File: src/verilog/rwg_pkg.sv
/*
 Constants and carrier types for the register write guard.
 Assumes an 8-bit special function register bus with 8-bit addresses.
*/
package rwg_pkg;
    localparam logic [7:0] RWG_TICKET_ADDR = 8'hC7;
    localparam logic [7:0] RWG_WINDOW_ADDR = 8'hC9;
    localparam logic [7:0] RWG_WDOG_ADDR = 8'hD8;
    localparam logic [7:0] RWG_MEM_ADDR = 8'hC6;
    localparam logic [7:0] RWG_AUX_ADDR = 8'h9D;
    localparam logic [7:0] RWG_WAKE_ADDR = 8'h9F;
    localparam logic [7:0] RWG_KEY_FIRST = 8'hAA;
    localparam logic [7:0] RWG_KEY_SECOND = 8'h55;
    localparam logic [7:0] RWG_CLOSE_CODE = 8'h00;
    localparam logic [7:0] RWG_WAKE_RESET = 8'hFF;
    localparam logic [7:0] RWG_CTRL_RESET = 8'h00;
    localparam int RWG_STATUS_BIT = 0;
    localparam int RWG_WINDOW_CYCLES = 256;
    localparam int RWG_EXTEND_CYCLES = 256;
    typedef struct packed {
        logic wr;
        logic rd;
        logic [7:0] addr;
        logic [7:0] wdata;
    } rwg_bus_t;
    typedef enum logic [1:0] {RWG_IDLE, RWG_HALF, RWG_OPEN} rwg_seq_t;
endpackage

File: src/verilog/rwg_register_write_guard.sv
/*
 Write guard for critical special function registers, plus the guarded
 registers themselves. Assumes one access per cycle on a synchronous
 8-bit bus driven by the CPU, and that sys_clk stops in low power modes.
*/
`timescale 1ns/1ps
module rwg_register_write_guard
    import rwg_pkg::*;
#(
    parameter int WINDOW_CYCLES = RWG_WINDOW_CYCLES,
    parameter int EXTEND_CYCLES = RWG_EXTEND_CYCLES
) (
    // Clock and reset
    input wire logic sys_clk,
    input wire logic rstn,
    // Register bus
    input wire rwg_bus_t bus,
    output logic [7:0] rdata,
    output logic rhit,
    // Guarded register contents
    output logic [7:0] watchdog_control_reg,
    output logic [7:0] memory_control_reg,
    output logic [7:0] auxiliary_control_reg,
    output logic [7:0] wakeup_mask_reg,
    // Status
    output logic ticket_unlocked_flag,
    output logic window_open_flag
);
    localparam int CW = $clog2(WINDOW_CYCLES + EXTEND_CYCLES + 1);
    localparam logic [CW-1:0] WIN_LOAD = CW'(WINDOW_CYCLES);
    localparam logic [CW-1:0] EXT_LOAD = CW'(EXTEND_CYCLES);

    rwg_seq_t ticket_seq;
    rwg_seq_t next_ticket_seq;
    logic window_half;
    logic next_window_half;
    logic [CW-1:0] window_cnt;
    logic [CW-1:0] next_window_cnt;

    // Address decode
    wire t_hit = (bus.wr | bus.rd) && bus.addr == RWG_TICKET_ADDR;
    wire w_wr = bus.wr && bus.addr == RWG_WINDOW_ADDR;
    wire wd_wr = bus.wr && bus.addr == RWG_WDOG_ADDR;
    wire mc_wr = bus.wr && bus.addr == RWG_MEM_ADDR;
    wire ac_wr = bus.wr && bus.addr == RWG_AUX_ADDR;
    wire wk_wr = bus.wr && bus.addr == RWG_WAKE_ADDR;
    wire t_open = ticket_seq == RWG_OPEN;
    wire w_open = window_cnt != '0;
    wire t_guard_wr = wd_wr | mc_wr | ac_wr;
    wire t_grant = t_open && t_guard_wr;
    wire w_grant = w_open && wk_wr;
    wire w_key2 = w_wr && window_half && bus.wdata == RWG_KEY_SECOND;

    // Ticket sequence: a granted ticket waits with no timeout
    always_comb begin
        next_ticket_seq = ticket_seq;
        if (t_hit) begin
            if (ticket_seq == RWG_OPEN) begin
                next_ticket_seq = RWG_IDLE;
            end else if (!bus.wr) begin
                next_ticket_seq = ticket_seq;
            end else if (ticket_seq == RWG_HALF &&
                         bus.wdata == RWG_KEY_SECOND) begin
                next_ticket_seq = RWG_OPEN;
            end else if (bus.wdata == RWG_KEY_FIRST) begin
                next_ticket_seq = RWG_HALF;
            end else begin
                next_ticket_seq = RWG_IDLE;
            end
        end else if (t_grant) begin
            next_ticket_seq = RWG_IDLE;
        end
    end

    // Window sequence and countdown
    always_comb begin
        next_window_half = window_half;
        next_window_cnt = window_cnt;
        if (w_open) begin
            next_window_cnt = window_cnt - 1'b1;
        end
        if (w_wr) begin
            next_window_half = bus.wdata == RWG_KEY_FIRST;
            if (w_key2) begin
                next_window_cnt = w_open ? EXT_LOAD : WIN_LOAD;
            end else if (bus.wdata == RWG_CLOSE_CODE) begin
                next_window_cnt = '0;
            end
        end
    end

    // State registers, clocked only by the CPU clock
    always_ff @(posedge sys_clk) begin
        if (!rstn) begin
            ticket_seq <= RWG_IDLE;
            window_half <= 1'b0;
            window_cnt <= '0;
        end else begin
            ticket_seq <= next_ticket_seq;
            window_half <= next_window_half;
            window_cnt <= next_window_cnt;
        end
    end

    // Guarded registers
    always_ff @(posedge sys_clk) begin
        if (!rstn) begin
            watchdog_control_reg <= RWG_CTRL_RESET;
            memory_control_reg <= RWG_CTRL_RESET;
            auxiliary_control_reg <= RWG_CTRL_RESET;
            wakeup_mask_reg <= RWG_WAKE_RESET;
        end else begin
            if (t_grant && wd_wr) begin
                watchdog_control_reg <= bus.wdata;
            end
            if (t_grant && mc_wr) begin
                memory_control_reg <= bus.wdata;
            end
            if (t_grant && ac_wr) begin
                auxiliary_control_reg <= bus.wdata;
            end
            if (w_grant) begin
                wakeup_mask_reg <= bus.wdata;
            end
        end
    end

    // Read path, always open
    always_comb begin
        rdata = 8'h00;
        rhit = bus.rd;
        unique case (bus.addr)
            RWG_TICKET_ADDR: rdata[RWG_STATUS_BIT] = t_open;
            RWG_WINDOW_ADDR: rdata[RWG_STATUS_BIT] = w_open;
            RWG_WDOG_ADDR: rdata = watchdog_control_reg;
            RWG_MEM_ADDR: rdata = memory_control_reg;
            RWG_AUX_ADDR: rdata = auxiliary_control_reg;
            RWG_WAKE_ADDR: rdata = wakeup_mask_reg;
            default: rhit = 1'b0;
        endcase
    end

    assign ticket_unlocked_flag = t_open;
    assign window_open_flag = w_open;

    // Checks
    ticket_unlock_a: assert property (@(posedge sys_clk) disable iff (!rstn)
        ticket_seq == RWG_HALF && bus.wr && bus.addr == RWG_TICKET_ADDR &&
        bus.wdata == RWG_KEY_SECOND |=> ticket_unlocked_flag)
        else $error("ticket not granted after key pair");
    ticket_consumed_a: assert property (@(posedge sys_clk) disable iff (!rstn)
        t_grant |=> !ticket_unlocked_flag)
        else $error("ticket not consumed by protected write");
    ticket_cancel_a: assert property (@(posedge sys_clk) disable iff (!rstn)
        t_open && t_hit |=> !ticket_unlocked_flag)
        else $error("ticket port access did not cancel ticket");
    ticket_hold_a: assert property (@(posedge sys_clk) disable iff (!rstn)
        t_open && !t_hit && !t_guard_wr |=> t_open)
        else $error("ticket lost without cause");
    locked_write_a: assert property (@(posedge sys_clk) disable iff (!rstn)
        !t_open && wd_wr |=> $stable(watchdog_control_reg))
        else $error("watchdog control written while locked");
    window_length_a: assert property (@(posedge sys_clk) disable iff (!rstn)
        !w_open && w_key2 |=> window_cnt == WIN_LOAD)
        else $error("window did not open with full length");
    window_close_a: assert property (@(posedge sys_clk) disable iff (!rstn)
        w_wr && bus.wdata == RWG_CLOSE_CODE |=> !window_open_flag)
        else $error("window not closed by zero write");
    wake_guard_a: assert property (@(posedge sys_clk) disable iff (!rstn)
        wk_wr && !w_open |=> $stable(wakeup_mask_reg))
        else $error("wake mask written outside window");
    wake_write_a: assert property (@(posedge sys_clk) disable iff (!rstn)
        wk_wr && w_open |=> wakeup_mask_reg == $past(bus.wdata))
        else $error("wake mask write refused inside window");
    abort_seq_a: assert property (@(posedge sys_clk) disable iff (!rstn)
        ticket_seq == RWG_HALF && bus.wr && bus.addr == RWG_TICKET_ADDR &&
        bus.wdata != RWG_KEY_SECOND |=> !t_open)
        else $error("bad second byte still unlocked");
    window_expire_a: assert property (@(posedge sys_clk) disable iff (!rstn)
        window_cnt == CW'(1) && !w_key2 |=> !window_open_flag)
        else $error("window outlived its length");
    window_restart_a: assert property (@(posedge sys_clk) disable iff (!rstn)
        w_open && w_key2 |=> window_cnt == EXT_LOAD)
        else $error("window not restarted by repeated key");
    ticket_read_a: assert property (@(posedge sys_clk) disable iff (!rstn)
        bus.rd && bus.addr == RWG_TICKET_ADDR |->
        rdata == {7'h00, ticket_unlocked_flag})
        else $error("ticket port status read wrong");
    window_read_a: assert property (@(posedge sys_clk) disable iff (!rstn)
        bus.rd && bus.addr == RWG_WINDOW_ADDR |->
        rdata == {7'h00, window_open_flag})
        else $error("window port status read wrong");
    guard_read_a: assert property (@(posedge sys_clk) disable iff (!rstn)
        bus.rd && bus.addr == RWG_MEM_ADDR |-> rdata == memory_control_reg)
        else $error("memory control read refused");
    ticket_write_a: assert property (@(posedge sys_clk) disable iff (!rstn)
        wd_wr && t_open |=> watchdog_control_reg == $past(bus.wdata))
        else $error("watchdog control write refused with ticket");
    aux_write_a: assert property (@(posedge sys_clk) disable iff (!rstn)
        ac_wr && t_open |=> auxiliary_control_reg == $past(bus.wdata))
        else $error("auxiliary control write refused with ticket");
    window_abort_a: assert property (@(posedge sys_clk) disable iff (!rstn)
        w_wr && bus.wdata != RWG_KEY_FIRST |=> !window_half)
        else $error("window key sequence not aborted");
endmodule

File: config.mk
export PLATFORM = sky130hd
export DESIGN_NAME = rwg_register_write_guard
export DESIGN_NICKNAME = d
export VERILOG_FILES = /design/src/verilog/rwg_pkg.sv /design/src/verilog/rwg_register_write_guard.sv
export SDC_FILE = /design/constraint.sdc
export NUM_CORES = 1
export LEC_CHECK = 0
export BUFFER_PORTS_ARGS = -buffer_cell sky130_fd_sc_hd__buf_2
export CAP_MARGIN = 10
export CORE_MARGIN = 10
export CORE_UTILIZATION = 28
export CTS_CLUSTER_DIAMETER = 120
export CTS_CLUSTER_SIZE = 30
export DETAILED_ROUTE_END_ITERATION = 10
export GPL_TIMING_DRIVEN = 0
export PLACE_DENSITY = 0.5
export SETUP_SLACK_MARGIN = 0.3
export SLEW_MARGIN = 20
export SYNTH_ARGS = -nofsm -noshare
export SYNTH_HDL_FRONTEND = slang
export SYNTH_SLANG_ARGS = --single-unit
File: constraint.sdc
create_clock -name sys_clk -period 2.5 [get_ports sys_clk]
set_input_delay 0.25 -clock sys_clk [delete_from_list [all_inputs] [get_ports sys_clk]]
set_output_delay 0.25 -clock sys_clk [all_outputs]
set_load 0.05 [all_outputs]
; After elaboration in Yosys (flattened, before gate mapping)
; Cells that the tools add are included.
[classes]
add_sub_neg = 1
n_eq_ne = 11
muxes = 13
bitwise = 3
n_reduce_logical = 19
[op_table]
columns = op, count
row1 = $eq 8x8->1 const B, 7
row2 = $mux 10, 4
row3 = $pmux 7 s4, 1
row4 = $logic_and 1x1->1, 14
row5 = $mux 2, 5
row6 = $reduce_bool 10->1, 1
row7 = $sub 10x1->10 const B, 1
row8 = $eq 8x7->1 const B, 1
row9 = $logic_not 8->1, 1
row10 = $pmux 1 s6, 1
row11 = $reduce_or 6->1, 1
row12 = $ne 3x2->1 const B, 1
row13 = $or 1x1->1, 3
row14 = $eq 2x1->1 const B, 1
row15 = $eq 2x2->1 const B, 1
row16 = $mux 1, 2
row17 = $reduce_and 2->1, 1
row18 = $reduce_bool 2->1, 1
[totals]
reg_bits = 45
in_bits = 20
output_inout_bits = 43
word_cells = 54

; Logic depth before layout (Yosys ltp)
; Gate-level depths: netlist of the first run.
[depth]
word_depth = 7
depth_mapped = 7
ltp_nobuf = 7

; Worst setup path before layout of the first run
; Ideal clock, no wire load.
[synth_path]
path_kind = register to output
startpoint = reg ticket_seq[1]
endpoint = out rdata[0]
t_arrival_ns = 2.137
t_required_ns = 2.250
path_slack_ns = 0.113
path_stages_with_launch = 4
n_path_buf = 0
path_cell_list = dfxtp_1 > nor2b_1 > mux2i_1 > o211ai_1
[synth_between]
elab_chain_cells = 2
[synth_lines]
columns = element, line
row1 = start: declaration, rwg_register_write_guard.sv:33  ; rwg_seq_t ticket_seq;
row2 = start signal: assignment, rwg_register_write_guard.sv:99  ; ticket_seq <= next_ticket_seq;
row3 = $eq 2x2->1, rwg_register_write_guard.sv:47  ; wire t_open = ticket_seq == RWG_OPEN;
row4 = named net ticket_unlocked_flag, rwg_register_write_guard.sv:26  ; output logic ticket_unlocked_flag,
row5 = $pmux 1 s6, rwg_register_write_guard.sv:132  ; unique case (bus.addr)
row6 = end: declaration, rwg_register_write_guard.sv:18  ; output logic [7:0] rdata,
; The timed path passes the listed nets, and every way through them passes these cells.

; Final worst setup path of the first run
[layout_path]
startpoint = reg window_cnt[0]
endpoint = out rdata[0]
[layout_between]
elab_chain_cells = 2
[layout_lines]
columns = element, line
row1 = start: declaration, rwg_register_write_guard.sv:37  ; logic [CW-1:0] window_cnt;
row2 = start signal: assignment, rwg_register_write_guard.sv:101  ; window_cnt <= next_window_cnt;
row3 = $reduce_bool 10->1, rwg_register_write_guard.sv:48  ; wire w_open = window_cnt != '0;
row4 = $pmux 1 s6, rwg_register_write_guard.sv:132
; Every way passes these cells.

==> results of run 1 <==
-- critical path, cell delays in order, from the launching register on --
cell,delay [ns]
sky130_fd_sc_hd__dfxtp_1,0.34
sky130_fd_sc_hd__inv_1,0.08
sky130_fd_sc_hd__ha_1,0.15
sky130_fd_sc_hd__nor3b_4,0.24
sky130_fd_sc_hd__nand3_4,0.12
sky130_fd_sc_hd__a32oi_2,0.20
sky130_fd_sc_hd__o211ai_1,0.12
sky130_fd_sc_hd__buf_2,0.23
-- power by group through the flow --
stage                     Sequential [uW]  Combinational (uW)  Clock (uW)
after floorplan                       854                 459           0
after global routing                  880                 762         634
after global placement                866                 574           0
after CTS                             856                 630         604
after detailed placement              869                 575           0
final                                 864                 684         587
-- synth_stat cells, types with 2 or more instances --
cell type / n
sky130_fd_sc_hd__nand3_2: 2
sky130_fd_sc_hd__nand4_1: 2
sky130_fd_sc_hd__a221o_1: 7
sky130_fd_sc_hd__a21boi_0: 6
sky130_fd_sc_hd__ha_1: 2
sky130_fd_sc_hd__a21oi_1: 3
sky130_fd_sc_hd__nand3_1: 12
sky130_fd_sc_hd__nand2b_1: 3
sky130_fd_sc_hd__nor2_1: 22
sky130_fd_sc_hd__and2_1: 2
sky130_fd_sc_hd__and3b_1: 2
sky130_fd_sc_hd__nor3_1: 3
sky130_fd_sc_hd__o21ai_0: 2
sky130_fd_sc_hd__xnor2_1: 2
sky130_fd_sc_hd__and4_1: 3
sky130_fd_sc_hd__nand2_1: 48
sky130_fd_sc_hd__clkbuf_1: 5
sky130_fd_sc_hd__nor4_1: 2
sky130_fd_sc_hd__a21boi_1: 10
sky130_fd_sc_hd__nand3b_1: 4
sky130_fd_sc_hd__dfxtp_1: 45
sky130_fd_sc_hd__a32oi_1: 2
sky130_fd_sc_hd__mux2i_1: 28
sky130_fd_sc_hd__o211ai_1: 2
sky130_fd_sc_hd__nor4_4: 2
sky130_fd_sc_hd__xor2_1: 2
sky130_fd_sc_hd__nor2b_1: 11
sky130_fd_sc_hd__buf_2: 5
sky130_fd_sc_hd__inv_1: 5
-- metrics by stage --
stage / utilization [%] / setup WS [ns] / total power (uW) / area (sq um) / hold slack (ns)
2_1_floorplan: - / 0.372 / 1310 / 2390 / 0.375
3_3_place_gp: 34.2 / 0.0755 / 1440 / 2820 / 0.464
3_5_place_dp: 34.2 / 0.0832 / 1440 / 2820 / 0.464
4_1_cts: 36.0 / 0.302 / 2090 / 2980 / 0.245
5_1_grt: 36.6 / 0.329 / 2280 / 3020 / 0.253
6_report: 36.6 / 0.459 / 2140 / 3020 / 0.251
-- worst paths after layout --
path                         endpoint  slack, ns
max                          rdata[0]       0.46
min                wakeup_mask_reg[7]       0.25
max reg2reg  auxiliary_control_reg[2]       0.67
min reg2reg  auxiliary_control_reg[5]       0.47
-- cell families (layout without fill, tap and decap cells) --
| logic type | count (synthesis) | count (layout) | share of synthesized area [%] |
|---|---|---|---|
| compound gates | 40 | 40 | 13.1 |
| xor+xnor | 4 | 4 | 1.47 |
| fa+ha+maj | 2 | 2 | 1.05 |
| buf+inv | 16 | 89 | 2.94 |
| flops | 45 | 45 | 37.8 |
| mux | 29 | 29 | 12.2 |
| simple gates | 131 | 131 | 31.4 |
-- layout make-up --
cell class	count	area (sq um)
Fill cell	898	5240
Timing Repair Buffer	65	338
Tap cell	105	131
Inverter	5	18.8
Multi-Input combinational cell	206	1460
Clock buffer	6	82.6
Sequential cell	45	901
Clock inverter	2	37.5
Buffer	11	51.3
-- per-layer routing --
metal	global-route usage [%]	vias to the layer above	routed length [um]
met4	2.79	0	49
met5	0	-	0
met2	18.2	59	3360
met3	3.94	6	495
met1	15.6	1038	3640
li1	-	1095	-
-- what timing repair did --
action,4_1_cts,5_1_grt
pin swaps,1,1
setup endpoints to repair,8,3
buffers inserted,2,3
gates resized for setup,3,3
==> impl_summary.log, run 1 <==
INFO  metric largest_register_ff_count = 10
INFO  metric power.density = 707 mW/mm^2
INFO  metric pwr-share-clk = 27.5%
INFO  metric top_register = window_cnt
INFO  metric total_number_of_placement_rows = 33
INFO  metric post-place-cells = 432
INFO  metric layout_cells_sized_above_1 = 28.5%
INFO  metric avgViaCountPerCell = 4.94
INFO  metric timing.hold.worst_path_depth = 3
INFO  metric global_route.usage.total = 11.8%
INFO  metric routed-via-count = 2198
INFO  metric sequentialPowerShare = 40.5%
INFO  metric postCtsHoldBufs = 0
INFO  metric drt-wirelength-per-cell = 16.9 um
INFO  metric finalHoldViolCount = 0
INFO  metric tritoncts = done
INFO  metric grt_first_pass_wirelength = 12300 um
INFO  metric die-height = 112 um
INFO  metric finalCriticalPeriod = 2.04 ns
INFO  metric number_of_flip_flops_and_latches_in_the_synthesized_netlist = 45
INFO  metric h-tree-depth = 2
INFO  metric worstPathArrival = 1.79 ns
INFO  metric synth-async-reset-ratio = 0%
INFO  metric hp-start = bus[7]
INFO  metric path_class = reg -> out
INFO  metric global_route.overflow_total = 0
INFO  metric synth_top_cell_area_share = 37.8%
INFO  metric drt-initial-drc-count = 56
INFO  metric half_perimeter_wire_length_after_detailed_placement = 5680 um
INFO  metric critPathRequiredTime = 2.25 ns
INFO  metric clkTransAtPathRegs = 0.09 ns
INFO  metric layout_commonest_cell = sky130_fd_sc_hd__buf_2
INFO  metric fin_tns_setup = 0 ns
INFO  metric min_period_over_period = 81.6%
INFO  metric avgSynthCellArea = 8.92 sq um
INFO  metric run_status = finished, final reports clean
INFO  metric critPathMaxFanout = 4
INFO  metric final_cell_mix = 65 x sky130_fd_sc_hd__buf_2, 48 x sky130_fd_sc_hd__nand2_1, 45 x sky130_fd_sc_hd__dfxtp_1
INFO  metric first_global_vias = 2283
INFO  metric clock_skew = 0.00885 ns
INFO  metric n_antenna_cell = 0
INFO  metric fin_cells = 445
INFO  metric floorplan.core_area = 0.00826 sq mm
INFO  metric netlist_top_cells_area = sky130_fd_sc_hd__dfxtp_1 38%, sky130_fd_sc_hd__mux2i_1 12%, sky130_fd_sc_hd__nand2_1 7.6%, sky130_fd_sc_hd__nor2_1 3.5%, sky130_fd_sc_hd__a21boi_1 3.2%
INFO  metric synth-warning-count = 0
INFO  metric clock-sinks = 45
INFO  metric maximum_number_of_pins_on_one_net_before_global_route_repair = 15
INFO  metric timing.reg2reg.worst_path_depth = 6
INFO  metric rsz0062_at_grt = false
INFO  metric detail_route.first_pass.iterations = 4
INFO  metric ys_dominant_reg_cell = sky130_fd_sc_hd__dfxtp_1
INFO  metric die_w = 112 um
INFO  metric synth_fp_nets = 289
INFO  metric switching_power_total = 707 uW
INFO  metric routed_wl = 7540 um
INFO  metric port_buffers = 60
INFO  metric synth.distinct_cells = 52
INFO  metric initial_utilization = 28.8%
INFO  metric cts-root-buf = sky130_fd_sc_hd__clkbuf_8
INFO  metric syn_inst = 267
INFO  metric synth_top_cell_by_area = sky130_fd_sc_hd__dfxtp_1
INFO  metric die_area = 0.0126 sq mm
INFO  metric power.internal = 1430 uW
INFO  metric min_path_type = in -> reg
INFO  metric worst-slew-pin-transition = 0.658 ns
INFO  metric maxSlewHeadroom = 55.7%
INFO  metric number_of_placed_i_o_pins = 63
INFO  metric final_max_slew_viol_count = 0
INFO  metric clockBufferDepth = 2
INFO  metric timing.final.setup_violations = 0
INFO  metric gp_routability_congestion = 0.778
INFO  metric worst_setup_path_end_kind = output port
INFO  metric drv_cap = 0
INFO  metric max_freq = 490 MHz
INFO  metric drc_errors = 0
INFO  metric post_synth_instance_area = 0.00238 sq mm
INFO  metric peakVddDrop = 0.232 mV
INFO  metric p_sw_share = 33.1%
INFO  metric synth-edff-count = 0
INFO  metric area_added_between_synthesis_and_finish = 26.8%
INFO  metric cp_startpoint_kind = flip-flop
INFO  metric synth_seq_area_share = 37.8%
INFO  metric cts_made_buffers = 5
INFO  metric static-leakage-power = 0.00128 uW
INFO  metric crit_start = window_cnt[0]
INFO  metric launch_point_of_the_worst_reg_to_reg_path = ticket_seq[1]
INFO  metric layout.nets = 361
INFO  metric clk_latency = 0.30 ns
INFO  metric combPwrFrac = 32.0%
INFO  metric antenna_found_initial = 0
INFO  metric ant_nets = 0
No activity file was read; power rests on OpenSTA's default activity.
==> inputs of run 2 (changes only) <==
ABC_AREA = 1   (was default)
PLACE_DENSITY = 0.51   (was 0.5)
clock period = 1.7 ns   (was 2.5 ns; I/O delays follow)
==> impl_summary.log, run 2 <==
INFO  metric run_status = finished with violations
INFO  metric violations = setup timing
INFO  metric floorplan.core_area = 0.00826 sq mm
INFO  metric clock_skew = 0.00664 ns
INFO  metric launch_point_of_the_worst_reg_to_reg_path = window_cnt[0]
INFO  metric syn_inst = 337
INFO  metric die_w = 112 um
INFO  metric min_path_type = in -> reg
INFO  metric avgSynthCellArea = 7.10 sq um
INFO  metric area.sequential = 905 sq um
INFO  metric synth.distinct_cells = 31
INFO  metric layout_commonest_cell = sky130_fd_sc_hd__nand2_1
INFO  metric clkTransAtPathRegs = 0.09 ns
INFO  metric synth_top_cell_area_share = 37.7%
INFO  metric finalHoldViolCount = 0
INFO  metric worst-slew-pin-transition = 0.497 ns
INFO  metric hp-start = bus[3]
INFO  metric drc_errors = 0
INFO  metric ant_nets = 0
INFO  metric clock-sinks = 45
INFO  metric clk_latency = 0.30 ns
INFO  metric power = 3120 uW
INFO  metric grt_first_pass_wirelength = 13600 um
INFO  metric avgViaCountPerCell = 4.79
INFO  metric postCtsHoldBufs = 0
INFO  metric fin_cells = 539
INFO  metric global_route.usage.total = 13.1%
INFO  metric critical_path.top_delay_family = simple AND/OR/NAND/NOR gates
INFO  metric antenna_found_initial = 0
INFO  metric finalCriticalPeriod = 1.78 ns
INFO  metric multiInputGateArea = 0.00166 sq mm
INFO  metric routed_wl = 8610 um
INFO  metric n_antenna_cell = 0
INFO  metric worst-path-stages = 8
INFO  metric setup_ws = -0.0850 ns
INFO  metric routed-via-count = 2581
INFO  metric synth-edff-count = 0
INFO  metric timing.hold.worst_path_depth = 3
INFO  metric min_period_over_period = 105%
INFO  metric synth_seq_area_share = 37.7%
INFO  metric post-place-cells = 503
INFO  metric synth_fp_nets = 359
INFO  metric worstHoldEndpoint = wakeup_mask_reg[3]
INFO  metric cpMostUsedCell = sky130_fd_sc_hd__nand4_1
INFO  metric ys_dominant_reg_cell = sky130_fd_sc_hd__dfxtp_1
INFO  metric cp_startpoint_kind = flip-flop
INFO  metric layout.nets = 455
INFO  metric synth-async-reset-ratio = 0%
INFO  metric timing.critical_path.slowest_cell_delay = 0.33 ns
INFO  metric max_freq = 560 MHz
INFO  metric largest_register_ff_count = 10
INFO  metric drt-initial-drc-count = 116
INFO  metric port_buffers = 61
INFO  metric cts-root-buf = sky130_fd_sc_hd__clkbuf_8
INFO  metric timing.final.setup_violations = 2
INFO  metric path_buf_inv = 3
INFO  metric global_route.overflow_total = 0
INFO  metric total_number_of_placement_rows = 33
INFO  metric critPathMaxFanout = 2
INFO  metric crit_path_cell_trace = inv_2, ha_4, nand4_1, nor2_4, inv_6, a21oi_2, nand4_1, buf_6
INFO  metric maxSlewHeadroom = 66.9%
INFO  metric number_of_flip_flops_and_latches_in_the_synthesized_netlist = 45
INFO  metric worstPathArrival = 1.61 ns
INFO  metric peakVddDrop = 0.369 mV
INFO  metric h-tree-depth = 2
INFO  metric clockBufferDepth = 2
INFO  metric rsz0062_at_grt = true
INFO  metric final_max_slew_viol_count = 0
INFO  metric post_synth_instance_area = 0.00239 sq mm
INFO  metric half_perimeter_wire_length_after_detailed_placement = 6330 um
INFO  metric fin_tns_setup = -0.0880 ns
INFO  metric cts_made_buffers = 5
INFO  metric path_class = reg -> out
INFO  metric critPathRequiredTime = 1.53 ns
INFO  metric number_of_placed_i_o_pins = 63
INFO  metric reg2reg_slack = 0 ns
INFO  metric synth-warning-count = 0
INFO  metric die-height = 112 um
INFO  metric initial_utilization = 29.0%
INFO  metric die_area = 0.0126 sq mm
INFO  metric final_cell_mix = 45 x sky130_fd_sc_hd__nand2_1, 44 x sky130_fd_sc_hd__buf_2, 42 x sky130_fd_sc_hd__dfxtp_1
INFO  metric drv_cap = 0
INFO  metric gp_routability_congestion = 0.772
INFO  metric first_global_vias = 2544
INFO  metric worst_setup_path_end_kind = output port
INFO  metric rr_endpoint = wakeup_mask_reg[4]
INFO  metric n_fill_cell = 863
INFO  metric power.density = 826 mW/mm^2
INFO  metric maximum_number_of_pins_on_one_net_before_global_route_repair = 14
INFO  metric drt-wirelength-per-cell = 16.0 um
INFO  metric synth_most_common_cell = sky130_fd_sc_hd__nand2_1
INFO  metric synth_top_cell_by_area = sky130_fd_sc_hd__dfxtp_1
INFO  metric timing.reg2reg.worst_path_depth = 12
INFO  metric static-leakage-power = 0.00167 uW
INFO  metric detail_route.first_pass.iterations = 4
INFO  metric yosys-top-cells-count = 58 x sky130_fd_sc_hd__nand2_1, 45 x sky130_fd_sc_hd__dfxtp_1, 41 x sky130_fd_sc_hd__inv_1
INFO  metric tritoncts = done
INFO  metric top_register = window_cnt
INFO  metric layout_cells_sized_above_1 = 42.2%
INFO  metric netlist_top_cells_area = sky130_fd_sc_hd__dfxtp_1 38%, sky130_fd_sc_hd__nand2_1 9.1%, sky130_fd_sc_hd__nand3_1 7.7%, sky130_fd_sc_hd__inv_1 6.4%, sky130_fd_sc_hd__a21oi_1 5.9%
INFO  metric cell_with_the_largest_stage_delay_on_the_worst_path = sky130_fd_sc_hd__dfxtp_2
INFO  metric area_added_between_synthesis_and_finish = 58.2%
==> run 2: cell type report <==
type	count	share of cell area, %
multi-input cells	238	43.9
flip-flops and latches	45	23.9
repair buffers	88	19.2
inverters	47	5.85
well taps	105	3.47
clock buffers	6	1.92
plain buffers	7	1.29
clock inverters	2	0.265
repair inverters	1	0.231
==> run 2: kinds of logic after synthesis <==
family          after synthesis  synth area share (%)
buf+inv                      54                  9.26
simple gates                164                  34.6
flops                        45                  37.7
fa+ha+maj                     2                  1.05
compound gates               66                  15.2
xor+xnor                      6                  2.20
==> run 2: metal layers <==
layer / GRT usage [%] / wire, um / vias to the layer above
li1: - / - / 1309
met2: 21.2 / 4190 / 61
met4: 3.38 / 80 / 0
met1: 17.0 / 3870 / 1207
met5: 0 / 0 / -
met3: 3.19 / 461 / 4
==> run 2: worst max-delay path by stage <==
stage	startpoint	end	slack, ns
finish	window_cnt[0]	rdata[0]	-0.08
global route	window_cnt[0]	rdata[0]	-0.17
CTS	window_cnt[0]	rdata[0]	-0.09
detailed placement	bus[9]	rhit	-0.10
global placement	bus[9]	rhit	-0.12
floorplan	window_cnt[0]	rdata[0]	-0.08
==> run 2: worst reg2reg max path: stages (launching register included) <==
cell,delay [ns]
sky130_fd_sc_hd__dfxtp_2,0.34
sky130_fd_sc_hd__inv_2,0.05
sky130_fd_sc_hd__ha_4,0.15
sky130_fd_sc_hd__nand4_1,0.11
sky130_fd_sc_hd__nor2_4,0.07
sky130_fd_sc_hd__buf_4,0.13
sky130_fd_sc_hd__buf_6,0.11
sky130_fd_sc_hd__buf_6,0.12
sky130_fd_sc_hd__nor3_4,0.18
sky130_fd_sc_hd__buf_12,0.16
sky130_fd_sc_hd__inv_8,0.05
sky130_fd_sc_hd__nand2_1,0.06
sky130_fd_sc_hd__nand3_1,0.06
==> run 2: through the flow <==
stage / utilization, % / worst slack, ns / area [sq um] / hold WS (ns)
2_1_floorplan: - / -0.0753 / 2500 / 0.296
3_3_place_gp: 35.5 / -0.123 / 2930 / 0.429
3_5_place_dp: 35.5 / -0.102 / 2930 / 0.440
4_1_cts: 42.1 / -0.0854 / 3480 / 0.122
5_1_grt: 45.8 / -0.169 / 3780 / 0.143
6_report: 45.8 / -0.0850 / 3780 / 0.128
==> run 2: report_power, final <==
group	internal, uW	total (uW)	switching, uW
sequential	1150	1220	66.8
combinational	550	1250	695
clock	286	660	374
total	1990	3120	1140
==> run 2: repair_timing <==
item                                    in CTS  in global routing
endpoints found under the hold margin        0                  0
endpoints found under the setup margin      18                 24
setup buffers                               19                  7
gates cloned                                 1                  1
resized for setup                           76                 60
pin swaps                                   16                 18
